--- config.mk ---
export PLATFORM = sky130hd
export DESIGN_NAME = wsc_top
export DESIGN_NICKNAME = d
export VERILOG_FILES = /design/src/design/wsc_pkg.sv /design/src/design/wsc_ffc.sv /design/src/design/wsc_top.sv
export SDC_FILE = /design/constraint.sdc
export NUM_CORES = 2
export LEC_CHECK = 0
export ABC_CLOCK_PERIOD_IN_PS = 114400
export BUFFER_PORTS_ARGS = -buffer_cell sky130_fd_sc_hd__buf_2
export CORE_MARGIN = 1.5
export CORE_UTILIZATION = 30
export DETAILED_ROUTE_END_ITERATION = 6
export PLACE_DENSITY = 0.51
export REMOVE_ABC_BUFFERS = 1
export SYNTH_ARGS = -nofsm -noshare
export SYNTH_HDL_FRONTEND = slang
export SYNTH_SLANG_ARGS = --single-unit
--- constraint.sdc ---
create_clock -name clk_sys -period 114.4 [get_ports clk_sys]
set_input_delay 22.88 -clock clk_sys [delete_from_list [all_inputs] [get_ports clk_sys]]
set_output_delay 22.88 -clock clk_sys [all_outputs]
set_load 0.005 [all_outputs]
--- src/design/wsc_pkg.sv ---
/*
 * wsc_pkg: shared constants and types of the weigh setpoint compare block.
 * Assumes a 32-bit APB register bus and signed weights from same-clock logic.
 */
package wsc_pkg;
    // ------------------------------------------------------------
    // widths and ranges
    // ------------------------------------------------------------
    localparam int WW = 24;                        // weight width
    localparam int CW = 8;                         // counter fields
    localparam logic [WW-1:0] SET_MAX = 24'h01_869F; // 99999
    typedef logic signed [WW-1:0] wsc_wt_t;

    // ------------------------------------------------------------
    // register byte offsets
    // ------------------------------------------------------------
    localparam logic [7:0] OFS_CTRL      = 8'h00;
    localparam logic [7:0] OFS_SET_FIRST = 8'h04;  // first set value word
    localparam logic [7:0] OFS_FREE_FALL = 8'h28;
    localparam logic [7:0] OFS_AVG_COUNT = 8'h2C;
    localparam logic [7:0] OFS_JUDGE_INT = 8'h30;
    localparam logic [7:0] OFS_STATUS    = 8'h34;

    // set value array indices (offset = OFS_SET_FIRST + 4*index)
    localparam int IDX_FINAL  = 0;
    localparam int IDX_COARSE = 1;
    localparam int IDX_MEDIUM = 2;
    localparam int IDX_OVER   = 3;
    localparam int IDX_UNDER  = 4;
    localparam int IDX_NZ     = 5;
    localparam int IDX_UPPER  = 6;
    localparam int IDX_LOWER  = 7;
    localparam int IDX_REGUL  = 8;
    localparam int NSET       = 9;

    // ------------------------------------------------------------
    // selector codes
    // ------------------------------------------------------------
    localparam logic [2:0] SRC_GROSS     = 3'h0;
    localparam logic [2:0] SRC_NET       = 3'h1;
    localparam logic [2:0] SRC_OFF       = 3'h2;
    localparam logic [2:0] SRC_ABS_GROSS = 3'h3;
    localparam logic [2:0] SRC_ABS_NET   = 3'h4;
    localparam logic [1:0] OU_ALWAYS     = 2'h0;
    localparam logic [1:0] OU_JUDGE      = 2'h1;
    localparam logic [1:0] OU_COMPLETE   = 2'h2;
    localparam logic [1:0] OU_HOLD       = 2'h3;

    // control word, resets to zero
    typedef struct packed {
        logic [1:0] ou_mode;
        logic [1:0] ou_src;
        logic [2:0] nz_src;
        logic       ul_judge;   // 1: limits only while judge input on, outside sequence mode
        logic [1:0] ul_src;
        logic [1:0] coef;       // 0..3 -> 1/4 .. 4/4
        logic       auto_jog;
        logic       seq_mode;
    } wsc_ctrl_t;
    localparam wsc_ctrl_t CTRL_RESET = '0;

    // output flag group
    typedef struct packed {
        logic seq_error;
        logic lower;
        logic upper;
        logic near_zero;
        logic over;
        logic go;
        logic under;
        logic final_cut_point;
        logic medium_cut_point;
        logic coarse_cut_point;
    } wsc_flags_t;

    typedef enum logic [1:0] {SEQ_IDLE, SEQ_RUN, SEQ_ERR} wsc_seq_t;
endpackage

--- src/design/wsc_ffc.sv ---
/*
 * wsc_ffc: free-fall compensation accumulator and corrector.
 * Assumes sample_en pulses once per judged completion.
 */
`timescale 1ns/100ps
`default_nettype none
module wsc_ffc (
    // clock and reset
    input  wire logic              clk_sys,
    input  wire logic              rst_n,
    // sample side
    input  wire logic              sample_en,
    input  wire wsc_pkg::wsc_wt_t  weight,
    input  wire wsc_pkg::wsc_wt_t  final_target,
    input  wire wsc_pkg::wsc_wt_t  regulation,
    input  wire logic [7:0]        avg_count,
    input  wire logic [1:0]        coef,
    // host write
    input  wire logic              ff_write,
    input  wire wsc_pkg::wsc_wt_t  ff_wdata,
    // state
    output logic [wsc_pkg::WW-1:0] free_fall_value,
    output logic [7:0]             sample_count
);
    logic signed [31:0] sum;
    logic signed [31:0] next_sum;
    logic        [7:0]  next_count;
    logic        [23:0] next_ff;
    logic signed [31:0] err;
    logic signed [39:0] num;
    logic        [39:0] mag;
    logic        [39:0] den;
    logic        [39:0] quo;
    logic               inwin;

    // ------------------------------------------------------------
    // next state
    // ------------------------------------------------------------
    always_comb begin
        err = 32'(weight) - 32'(final_target);
        inwin = (err <= 32'(regulation)) && (err >= -32'(regulation));
        // coefficient as quarters; round half away from zero
        num  = 40'(err + sum) * $signed({38'h0, coef} + 40'h1);
        mag  = num[39] ? 40'(-num) : num;
        den  = {30'h0, avg_count, 2'b00};
        quo  = (den == 40'h0) ? 40'h0 : (mag + (den >> 1)) / den;
        next_sum   = sum;
        next_count = sample_count;
        next_ff    = free_fall_value;
        // error taken as weight minus final
        if (sample_en && inwin && avg_count != 8'h00) begin
            if (sample_count + 8'h01 >= avg_count) begin
                next_ff    = free_fall_value + (num[39] ? 24'(-quo) : 24'(quo));
                next_sum   = 32'h0;
                next_count = 8'h00;
            end else begin
                next_sum   = sum + err;
                next_count = sample_count + 8'h01;
            end
        end
        if (ff_write) begin
            next_ff    = ff_wdata;
            next_sum   = 32'h0;
            next_count = 8'h00;
        end
    end

    // registers only
    always_ff @(posedge clk_sys or negedge rst_n) begin
        if (!rst_n) begin
            sum             <= 32'h0;
            sample_count    <= 8'h00;
            free_fall_value <= 24'h0;
        end else begin
            sum             <= next_sum;
            sample_count    <= next_count;
            free_fall_value <= next_ff;
        end
    end
endmodule // wsc_ffc
`default_nettype wire

--- src/design/wsc_top.sv ---
/*
 * wsc_top: setpoint comparison with free-fall compensation, APB slave.
 * Assumes same-clock weights and complete; the four pins are
 * synchronised here.
 */
// Added by the designer: register access over APB and the address map.
// What this block does
// - control word picks simple periodic comparison or start-driven sequence
// - on judged completion after final cut, sample error weight minus final
// - after set count, average, scale, add to free-fall value, restart count
// - only errors within final plus or minus regulation are counted
// - with auto jog in sequence, sample is taken before jogging
// - samples only on judgement; judging interval zero disables compensation
// - rewriting the free-fall value clears sample count and sum
// - coefficient selectable as one, two, three quarters or one
// - cut point triggers at weight at least final minus its set value
// - under below final-under, over above final+over, go in between
// - near zero when weight at most near-zero value, range 0..99999
// - upper limit when weight strictly above its value, range 0..99999
// - lower limit when weight strictly below its value, range 0..99999
// - selectors pick gross, net or off; near zero adds absolute forms
// - limits evaluated always, or outside sequence only while judge input on
// - over/under on always, judge input, completion or hold
// - in sequence, start edge sets all cuts; each clears at threshold
`timescale 1ns/100ps
`default_nettype none
module wsc_top (
    // clock and reset
    input  wire logic               clk_sys,
    input  wire logic               rst_n,
    // apb slave
    input  wire logic               psel,
    input  wire logic               penable,
    input  wire logic               pwrite,
    input  wire logic [7:0]         paddr,
    input  wire logic [31:0]        pwdata,
    output logic      [31:0]        prdata,
    output logic                    pready,
    output logic                    pslverr,
    // weight source, same clock
    input  wire wsc_pkg::wsc_wt_t   gross_weight,
    input  wire wsc_pkg::wsc_wt_t   net_weight,
    input  wire logic               weight_valid,
    input  wire logic               complete,
    // pins
    input  wire logic               start_pin,
    input  wire logic               stop_pin,
    input  wire logic               judge_pin,
    input  wire logic               hold_pin,
    // flags
    output wsc_pkg::wsc_flags_t     flags
);
    // ------------------------------------------------------------
    // state
    // ------------------------------------------------------------
    wsc_pkg::wsc_ctrl_t  ctrl, next_ctrl;
    wsc_pkg::wsc_wt_t    set_q [wsc_pkg::NSET];
    wsc_pkg::wsc_wt_t    next_set [wsc_pkg::NSET];
    logic [7:0]          avg_count, next_avg_count;
    logic [7:0]          judge_int, next_judge_int;
    logic [7:0]          judge_cnt, next_judge_cnt;
    wsc_pkg::wsc_flags_t next_flags;
    wsc_pkg::wsc_seq_t   seq, next_seq;
    logic                final_done, next_final_done;
    logic [31:0]         next_prdata, rd;
    logic                next_pready, next_pslverr, hit_map;
    logic [3:0]          sync1, sync2;
    logic                start_d, next_start_d;
    logic                ff_write, wr;
    logic [23:0]         ff_value;
    logic [7:0]          ffc_count;
    logic [3:0]          set_idx;
    logic                start_s, stop_s, judge_s, hold_s, start_rise;

    // pin synchronisers
    always_ff @(posedge clk_sys or negedge rst_n) begin
        if (!rst_n) begin
            sync1 <= 4'h0;
            sync2 <= 4'h0;
        end else begin
            sync1 <= {hold_pin, judge_pin, stop_pin, start_pin};
            sync2 <= sync1;
        end
    end
    assign {hold_s, judge_s, stop_s, start_s} = sync2;
    assign start_rise = start_s && !start_d;

    // ------------------------------------------------------------
    // register file and apb
    // ------------------------------------------------------------
    assign wr      = psel && penable && pready && pwrite;
    assign set_idx = 4'((paddr - wsc_pkg::OFS_SET_FIRST) >> 2);
    assign ff_write = wr && paddr == wsc_pkg::OFS_FREE_FALL;

    // read mux and map decode
    always_comb begin
        rd      = 32'h0;
        hit_map = 1'b1;
        if (paddr[1:0] != 2'b00) begin
            hit_map = 1'b0;
        end else if (paddr == wsc_pkg::OFS_CTRL) begin
            rd = 32'(ctrl);
        end else if (paddr >= wsc_pkg::OFS_SET_FIRST && paddr < wsc_pkg::OFS_FREE_FALL) begin
            rd = 32'(set_q[set_idx]);
        end else if (paddr == wsc_pkg::OFS_FREE_FALL) begin
            rd = 32'(signed'(ff_value));
        end else if (paddr == wsc_pkg::OFS_AVG_COUNT) begin
            rd = {24'h0, avg_count};
        end else if (paddr == wsc_pkg::OFS_JUDGE_INT) begin
            rd = {24'h0, judge_int};
        end else if (paddr == wsc_pkg::OFS_STATUS) begin
            // flags, compensation counter, sequence state
            rd = {12'h000, 2'(seq), ffc_count, 10'(flags)};
        end else begin
            hit_map = 1'b0;
        end
    end

    // one wait-free access: answer registered during setup
    always_comb begin
        next_pready    = psel && !penable;
        next_prdata    = (psel && !penable && !pwrite) ? rd : prdata;
        next_pslverr   = psel && !penable && !hit_map;
        next_ctrl      = ctrl;
        next_set       = set_q;
        next_avg_count = avg_count;
        next_judge_int = judge_int;
        if (wr && hit_map) begin
            if (paddr == wsc_pkg::OFS_CTRL) begin
                next_ctrl = wsc_pkg::wsc_ctrl_t'(pwdata[$bits(wsc_pkg::wsc_ctrl_t)-1:0]);
            end else if (paddr >= wsc_pkg::OFS_SET_FIRST && paddr < wsc_pkg::OFS_FREE_FALL) begin
                next_set[set_idx] = pwdata[wsc_pkg::WW-1:0];
                // limit set values clamp to their range
                if ((set_idx == 4'(wsc_pkg::IDX_NZ) || set_idx == 4'(wsc_pkg::IDX_UPPER) ||
                     set_idx == 4'(wsc_pkg::IDX_LOWER)) && pwdata[wsc_pkg::WW-1:0] > wsc_pkg::SET_MAX) begin
                    next_set[set_idx] = wsc_pkg::SET_MAX;
                end
            end else if (paddr == wsc_pkg::OFS_AVG_COUNT) begin
                next_avg_count = pwdata[7:0];
            end else if (paddr == wsc_pkg::OFS_JUDGE_INT) begin
                next_judge_int = pwdata[7:0];
            end
        end
    end

    // ------------------------------------------------------------
    // comparison
    // ------------------------------------------------------------
    logic signed [25:0] w_ou, w_ul, w_nz, fin;
    logic               hit_c, hit_m, hit_f, ou_on, judged, ul_eval, sample_en;

    always_comb begin
        w_ou = (ctrl.ou_src == wsc_pkg::SRC_NET[1:0]) ? 26'(net_weight) : 26'(gross_weight);
        w_ul = (ctrl.ul_src == wsc_pkg::SRC_NET[1:0]) ? 26'(net_weight) : 26'(gross_weight);
        unique case (ctrl.nz_src)
            wsc_pkg::SRC_NET:       w_nz = 26'(net_weight);
            wsc_pkg::SRC_ABS_GROSS: w_nz = gross_weight[23] ? -26'(gross_weight) : 26'(gross_weight);
            wsc_pkg::SRC_ABS_NET:   w_nz = net_weight[23] ? -26'(net_weight) : 26'(net_weight);
            default:                w_nz = 26'(gross_weight);
        endcase
        ou_on = ctrl.ou_src != wsc_pkg::SRC_OFF[1:0];
        fin   = 26'(set_q[wsc_pkg::IDX_FINAL]);
        // cut thresholds, third uses free-fall value
        hit_c = w_ou >= fin - 26'(set_q[wsc_pkg::IDX_COARSE]);
        hit_m = w_ou >= fin - 26'(set_q[wsc_pkg::IDX_MEDIUM]);
        hit_f = w_ou >= fin - 26'(signed'(ff_value));
    end

    // judging interval counter
    always_comb begin
        next_judge_cnt = judge_cnt;
        judged         = 1'b0;
        // zero interval never judges a completion
        if (complete && judge_int != 8'h00) begin
            if (judge_cnt + 8'h01 >= judge_int) begin
                judged         = 1'b1;
                next_judge_cnt = 8'h00;
            end else begin
                next_judge_cnt = judge_cnt + 8'h01;
            end
        end
    end

    // flags, sequence and final-done tracking
    always_comb begin
        logic ou_evt;
        ou_evt          = 1'b0;
        next_flags      = flags;
        next_seq        = seq;
        next_final_done = final_done;
        next_start_d    = start_s;
        // over/under timing; sequence always judges at completion
        if (ctrl.seq_mode) begin
            ou_evt = judged;
        end else begin
            unique case (ctrl.ou_mode)
                wsc_pkg::OU_ALWAYS:   ou_evt = weight_valid;
                wsc_pkg::OU_JUDGE:    ou_evt = weight_valid && judge_s;
                wsc_pkg::OU_COMPLETE: ou_evt = judged;
                wsc_pkg::OU_HOLD:     ou_evt = weight_valid && hold_s;
            endcase
        end
        if (!ou_on) begin
            next_flags.under = 1'b0;
            next_flags.go    = 1'b0;
            next_flags.over  = 1'b0;
        end else if (ou_evt) begin
            next_flags.under = w_ou < fin - 26'(set_q[wsc_pkg::IDX_UNDER]);
            next_flags.over  = w_ou > fin + 26'(set_q[wsc_pkg::IDX_OVER]);
            next_flags.go    = !(w_ou < fin - 26'(set_q[wsc_pkg::IDX_UNDER])) &&
                               !(w_ou > fin + 26'(set_q[wsc_pkg::IDX_OVER]));
        end
        // limits always or while judge input on
        ul_eval = weight_valid && (ctrl.seq_mode || !ctrl.ul_judge || judge_s);
        if (ctrl.ul_src == wsc_pkg::SRC_OFF[1:0]) begin
            next_flags.upper = 1'b0;
            next_flags.lower = 1'b0;
        end else if (ul_eval) begin
            next_flags.upper = w_ul > 26'(set_q[wsc_pkg::IDX_UPPER]);
            next_flags.lower = w_ul < 26'(set_q[wsc_pkg::IDX_LOWER]);
        end
        if (ctrl.nz_src == wsc_pkg::SRC_OFF) begin
            next_flags.near_zero = 1'b0;
        end else if (weight_valid) begin
            next_flags.near_zero = w_nz <= 26'(set_q[wsc_pkg::IDX_NZ]);
        end
        if (!ctrl.seq_mode) begin
            next_seq = wsc_pkg::SEQ_IDLE;
            next_flags.seq_error = 1'b0;
            if (weight_valid) begin
                next_flags.coarse_cut_point = hit_c;
                next_flags.medium_cut_point = hit_m;
                next_flags.final_cut_point  = hit_f;
            end
        end else begin
            unique case (seq)
                wsc_pkg::SEQ_IDLE: begin
                    if (start_rise && stop_s) begin
                        next_seq = wsc_pkg::SEQ_ERR;
                        next_flags.seq_error = 1'b1;
                    end else if (start_rise) begin
                        next_seq = wsc_pkg::SEQ_RUN;
                        next_flags.coarse_cut_point = 1'b1;
                        next_flags.medium_cut_point = 1'b1;
                        next_flags.final_cut_point  = 1'b1;
                    end
                end
                wsc_pkg::SEQ_RUN: begin
                    // each cut falls at its threshold
                    if (weight_valid && hit_c) next_flags.coarse_cut_point = 1'b0;
                    if (weight_valid && hit_m) next_flags.medium_cut_point = 1'b0;
                    if (weight_valid && hit_f) next_flags.final_cut_point  = 1'b0;
                    if (stop_s || complete) next_seq = wsc_pkg::SEQ_IDLE;
                end
                wsc_pkg::SEQ_ERR: begin
                    // stop clears the error
                    if (stop_s) begin
                        next_seq = wsc_pkg::SEQ_IDLE;
                        next_flags.seq_error = 1'b0;
                    end
                end
            endcase
            if (stop_s) begin
                next_flags.coarse_cut_point = 1'b0;
                next_flags.medium_cut_point = 1'b0;
                next_flags.final_cut_point  = 1'b0;
            end
        end
        // final cut done; set wins over clear
        if (start_rise) next_final_done = 1'b0;
        if (judged) next_final_done = 1'b0;
        if (weight_valid && hit_f) next_final_done = 1'b1;
    end

    // sample at the judged completion, ahead of any jog phase
    // only once the final cut has finished
    assign sample_en = judged && final_done;

    // registers only
    always_ff @(posedge clk_sys or negedge rst_n) begin
        if (!rst_n) begin
            ctrl       <= wsc_pkg::CTRL_RESET;
            set_q      <= '{default: 24'h0};
            avg_count  <= 8'h00;
            judge_int  <= 8'h00;
            judge_cnt  <= 8'h00;
            flags      <= '0;
            seq        <= wsc_pkg::SEQ_IDLE;
            final_done <= 1'b0;
            start_d    <= 1'b0;
            prdata     <= 32'h0;
            pready     <= 1'b0;
            pslverr    <= 1'b0;
        end else begin
            ctrl       <= next_ctrl;
            set_q      <= next_set;
            avg_count  <= next_avg_count;
            judge_int  <= next_judge_int;
            judge_cnt  <= next_judge_cnt;
            flags      <= next_flags;
            seq        <= next_seq;
            final_done <= next_final_done;
            start_d    <= next_start_d;
            prdata     <= next_prdata;
            pready     <= next_pready;
            pslverr    <= next_pslverr;
        end
    end

    // compensation unit
    wsc_ffc u_ffc (
        .clk_sys         (clk_sys),
        .rst_n           (rst_n),
        .sample_en       (sample_en),
        .weight          (wsc_pkg::wsc_wt_t'(w_ou[23:0])),
        .final_target    (set_q[wsc_pkg::IDX_FINAL]),
        .regulation      (set_q[wsc_pkg::IDX_REGUL]),
        .avg_count       (avg_count),
        .coef            (ctrl.coef),
        .ff_write        (ff_write),
        .ff_wdata        (wsc_pkg::wsc_wt_t'(pwdata[23:0])),
        .free_fall_value (ff_value),
        .sample_count    (ffc_count)
    );
endmodule // wsc_top
`default_nettype wire

==> results.txt <==
- The run finished, with violations left.
- Violated checks: setup timing
- The tree is rooted in a clkbuf_16.
* Remaining global-route overflow: 0
- Entering global routing, the biggest net connects around 140 pins.
* Number of iterations in the first detailed-routing pass: 6
* Number of flip-flops and latches in the synthesized netlist: about 370
- In the final design database the tool counted 13.0k nets.
- Overall die area: around 230000 sq um
* Final routed wire length divided by cell count: ~18 um
- DRC violation total after the first TritonRoute iteration: approximately 4.1k
- After technology mapping, the gate count stands at around 8.9k.
- Top area cells in the synthesized netlist: ha_1 (16%), dfrtp_1 (14%), o21ai_0 (5.1%)
* Half-perimeter wire length after detailed placement: between 200000 and 250000 um
- Capturing element type of the critical path: register
* Deepest clock path buffer count: 3
* CP Max Fanout: 9
* Hold/Removal Path Class: reg -> reg
- Using the TritonRoute via totals, the vias-per-cell ratio works out to ~5.2.
- Transition time at the pin with the least slew margin: between 1 and 1.5 ns
- After layout, the worst setup slack is -12.81 ns.
- The number of hold violations in the final report came to 0.
* Port Buffer Count: approximately 130
* Proportion of netlist area held by the largest area contributor: between 10% and 20%
* Clock skew: around 0.017 ns
* Clock period minus final worst setup slack: roughly 130 ns
* CTS clock-pin slew for the worst setup and hold paths: about 0.06 ns
- Total Routed Length: 277000 um
* CTS buffer count: 43
* Vertical die dimension: 475 um
- Initial core utilization: 30.2%
- Yosys warning total: 0
- Delay of the slowest critical-path stage: ~0.51 ns
* Count of cells along the worst hold path: 0
- The critical path is of the in -> reg type.
- The final route contains approximately 79k vias.
- The worst register-to-register path has a depth of 647.
* Setup slack of the worst register-to-register path: between 8 and 9 ns
* Clock H-tree levels: 2
* Post-synth ARST share: 100%
- Number of inserted filler cells in the final layout: ~22k
- Area leader, netlist: ha_1
* Worst Hold Path EP: sync2[2]
* Fin. max-slew vios: 0
* Final estimated routing congestion in global placement: ~0.95
* Commonest non-fill, non-tap cell in the layout: buf_4
- The synthesized netlist occupies a cell area of approximately 67000 sq um.
- In the layout the commonest cells are buf_4 (3206), nand2_1 (812), ha_1 (784), inv_1 (612), o21ai_0 (598).
* Global-route wire length before repair: about 430000 um
* FF-to-FF Start: ctrl[10]
- Start point of the worst min-delay path: sync1[2]
- After synthesis, flip-flops and latches occupy between 10% and 20% of the total area.
- The later pin in the worst-skew pair is clocked with a latency of roughly 0.62 ns.
* Mean cell area of the mapped netlist: 7.51 sq um
- Number of distinct library cell variants in the gate-level netlist after synthesis: 167
- Setup violations remaining at the end of the flow were counted as 24.
- For the worst setup path, the data arrival time is around 130 ns.
- Number of clock sinks: around 370
- The number of antenna violations at the first check in global routing was 12.
- On the critical path, the stage with the largest delay is an instance of or4b_4.
- Remaining antenna violation count: 0
* Setup TNS: -274.71 ns
* Number of cell rows: about 170
- For this design, the CTS-stage hold fixing added 0 buffers.
- STA classifies the critical path startpoint as an input pin.
- Max Clock Freq: about 7.9 MHz
* Core area: roughly 220000 sq um
- RSZ-0062 raised after global routing: yes
- Number of remaining DRC errors: 0
- The tool flagged a number of max-cap violations equal to 0.
- The endpoint identified for the worst register-to-register timing path is u_ffc.free_fall_value[22].
- Slew Limit Headroom: around an eighth
- The final critical path takes up 111% of the cycle.
- Yosys mapped a number of flops with a built-in enable equal to 0.
* Main flop type after synthesis: dfrtp_1
* TritonCTS clock tree: built
* Number of global-route vias before repair: a little under 80k
- Die boundary width: approximately 480 um
- In this run the count of I/O pins placed on the die edge is about 140.
* Fraction of layout instances using a drive strength above 1: a little under two fifths
* Setup slack after placement: -21.65 ns
* Library cell appearing most often on the critical path: o21a_1
* GRT Resource Usage Total: between 20% and 30%
- Synth-to-layout area growth: 49.1%
* Critical path data required time: approximately 110 ns
[cell usage after synthesis (all sizes together), types with 57 or more instances]
cell	count
and3	86
o21bai	57
a211oi	72
or2	91
nor3	351
a31oi	83
nor2	661
xnor2	348
o21ai	751
dfrtp	366
nand2	858
nor2b	120
mux2	142
nor4	75
xor2	159
a21oi	649
and2	152
nand3	250
ha	841
clkbuf	173
or3	94
o31ai	106
inv	645
a21o	155
mux2i	67
nand2b	171
o21a	245
buf	145
o211ai	57
nand4	144
[critical path, delay by kind of cell]
family / cells / cell delay, ns
AO/OA/AOI/OAI: 295 / 48.79
AND/OR/NAND/NOR: 180 / 27.43
buffers and inverters: 116 / 13.93
adder cells (fa/ha/maj): 41 / 10.89
multiplexers: 12 / 2.85
XOR/XNOR: 2 / 0.56
[kinds of logic (layout without fill, tap and decap cells)]
group,Yosys count,after routing,share of synthesized area [%]
and+or+nand+nor,3236,3237,24.8
other,1,4,0.00560
adders and majority gates,886,886,17.0
muxes,251,251,4.82
xor gates and xnor gates,507,507,6.73
buffers and inverters,966,4134,6.21
DFF,366,366,13.7
AOI/OAI and AO/OA,2698,2698,26.7
[final cells by class]
type / instances / area [sq um] / area share (%)
Inverter: 647 / 2440 / 2.45
Timing Repair Buffer: 3409 / 25600 / 25.6
Multi-Input combinational cell: 7580 / 57400 / 57.5
Tap cell: 2975 / 3720 / 3.73
Sequential cell: 366 / 9160 / 9.18
Clock buffer: 58 / 1230 / 1.23
Clock inverter: 20 / 328 / 0.328
Antenna cell: 3 / 7.51 / 0.00752
[per-stage QoR]
step	hold slack (ns)	utilization (%)	instance area (sq um)	std cells
6_report	0.354	44.9	99800	15058
3_5_place_dp	0.341	40.0	88900	14248
5_1_grt	0.366	44.9	99800	15056
2_1_floorplan	0.331	-	65200	8592
4_1_cts	0.355	43.6	96800	14904
3_3_place_gp	0.341	40.0	88900	14248
[state kept, by name, indices dropped and copies added, names as in the netlist, 8 cells and up]
name                   count
judge_int                  8
set_q                    192
avg_count                  8
fin                       24
prdata                    24
judge_cnt                  8
ctrl                      14
flags                     10
u_ffc.sum                 32
u_ffc.free_fall_value     24
u_ffc.sample_count         8
[worst max-delay path by stage]
stage	start	to	slack, ns	cells after the start
floorplan	gross_weight[1]	u_ffc.free_fall_value[22]	-26.08	589
global placement	gross_weight[0]	u_ffc.free_fall_value[22]	-20.30	608
detailed placement	gross_weight[0]	u_ffc.free_fall_value[22]	-21.65	604
CTS	gross_weight[0]	u_ffc.free_fall_value[22]	-11.45	630
global route	gross_weight[1]	u_ffc.free_fall_value[22]	-18.33	632
finish	gross_weight[1]	u_ffc.free_fall_value[22]	-12.81	646
[repair_timing]
item                       CTS  global route
setup endpoints to repair   24            24
buffers inserted           580           163
gates resized for setup    503           371
pin swaps                  363           477
cloned                       2             0
[layer usage]
| layer | GRT usage (%) | wire length (um) |
|---|---|---|
| met5 | 0 | 69 |
| met4 | 6.95 | 9310 |
| met3 | 1.52 | 8970 |
| met2 | 42.7 | 137000 |
| met1 | 29.5 | 121000 |
Power is not shown: default switching activity piles up to over one toggle a cycle in this logic, so the estimate is an artifact.
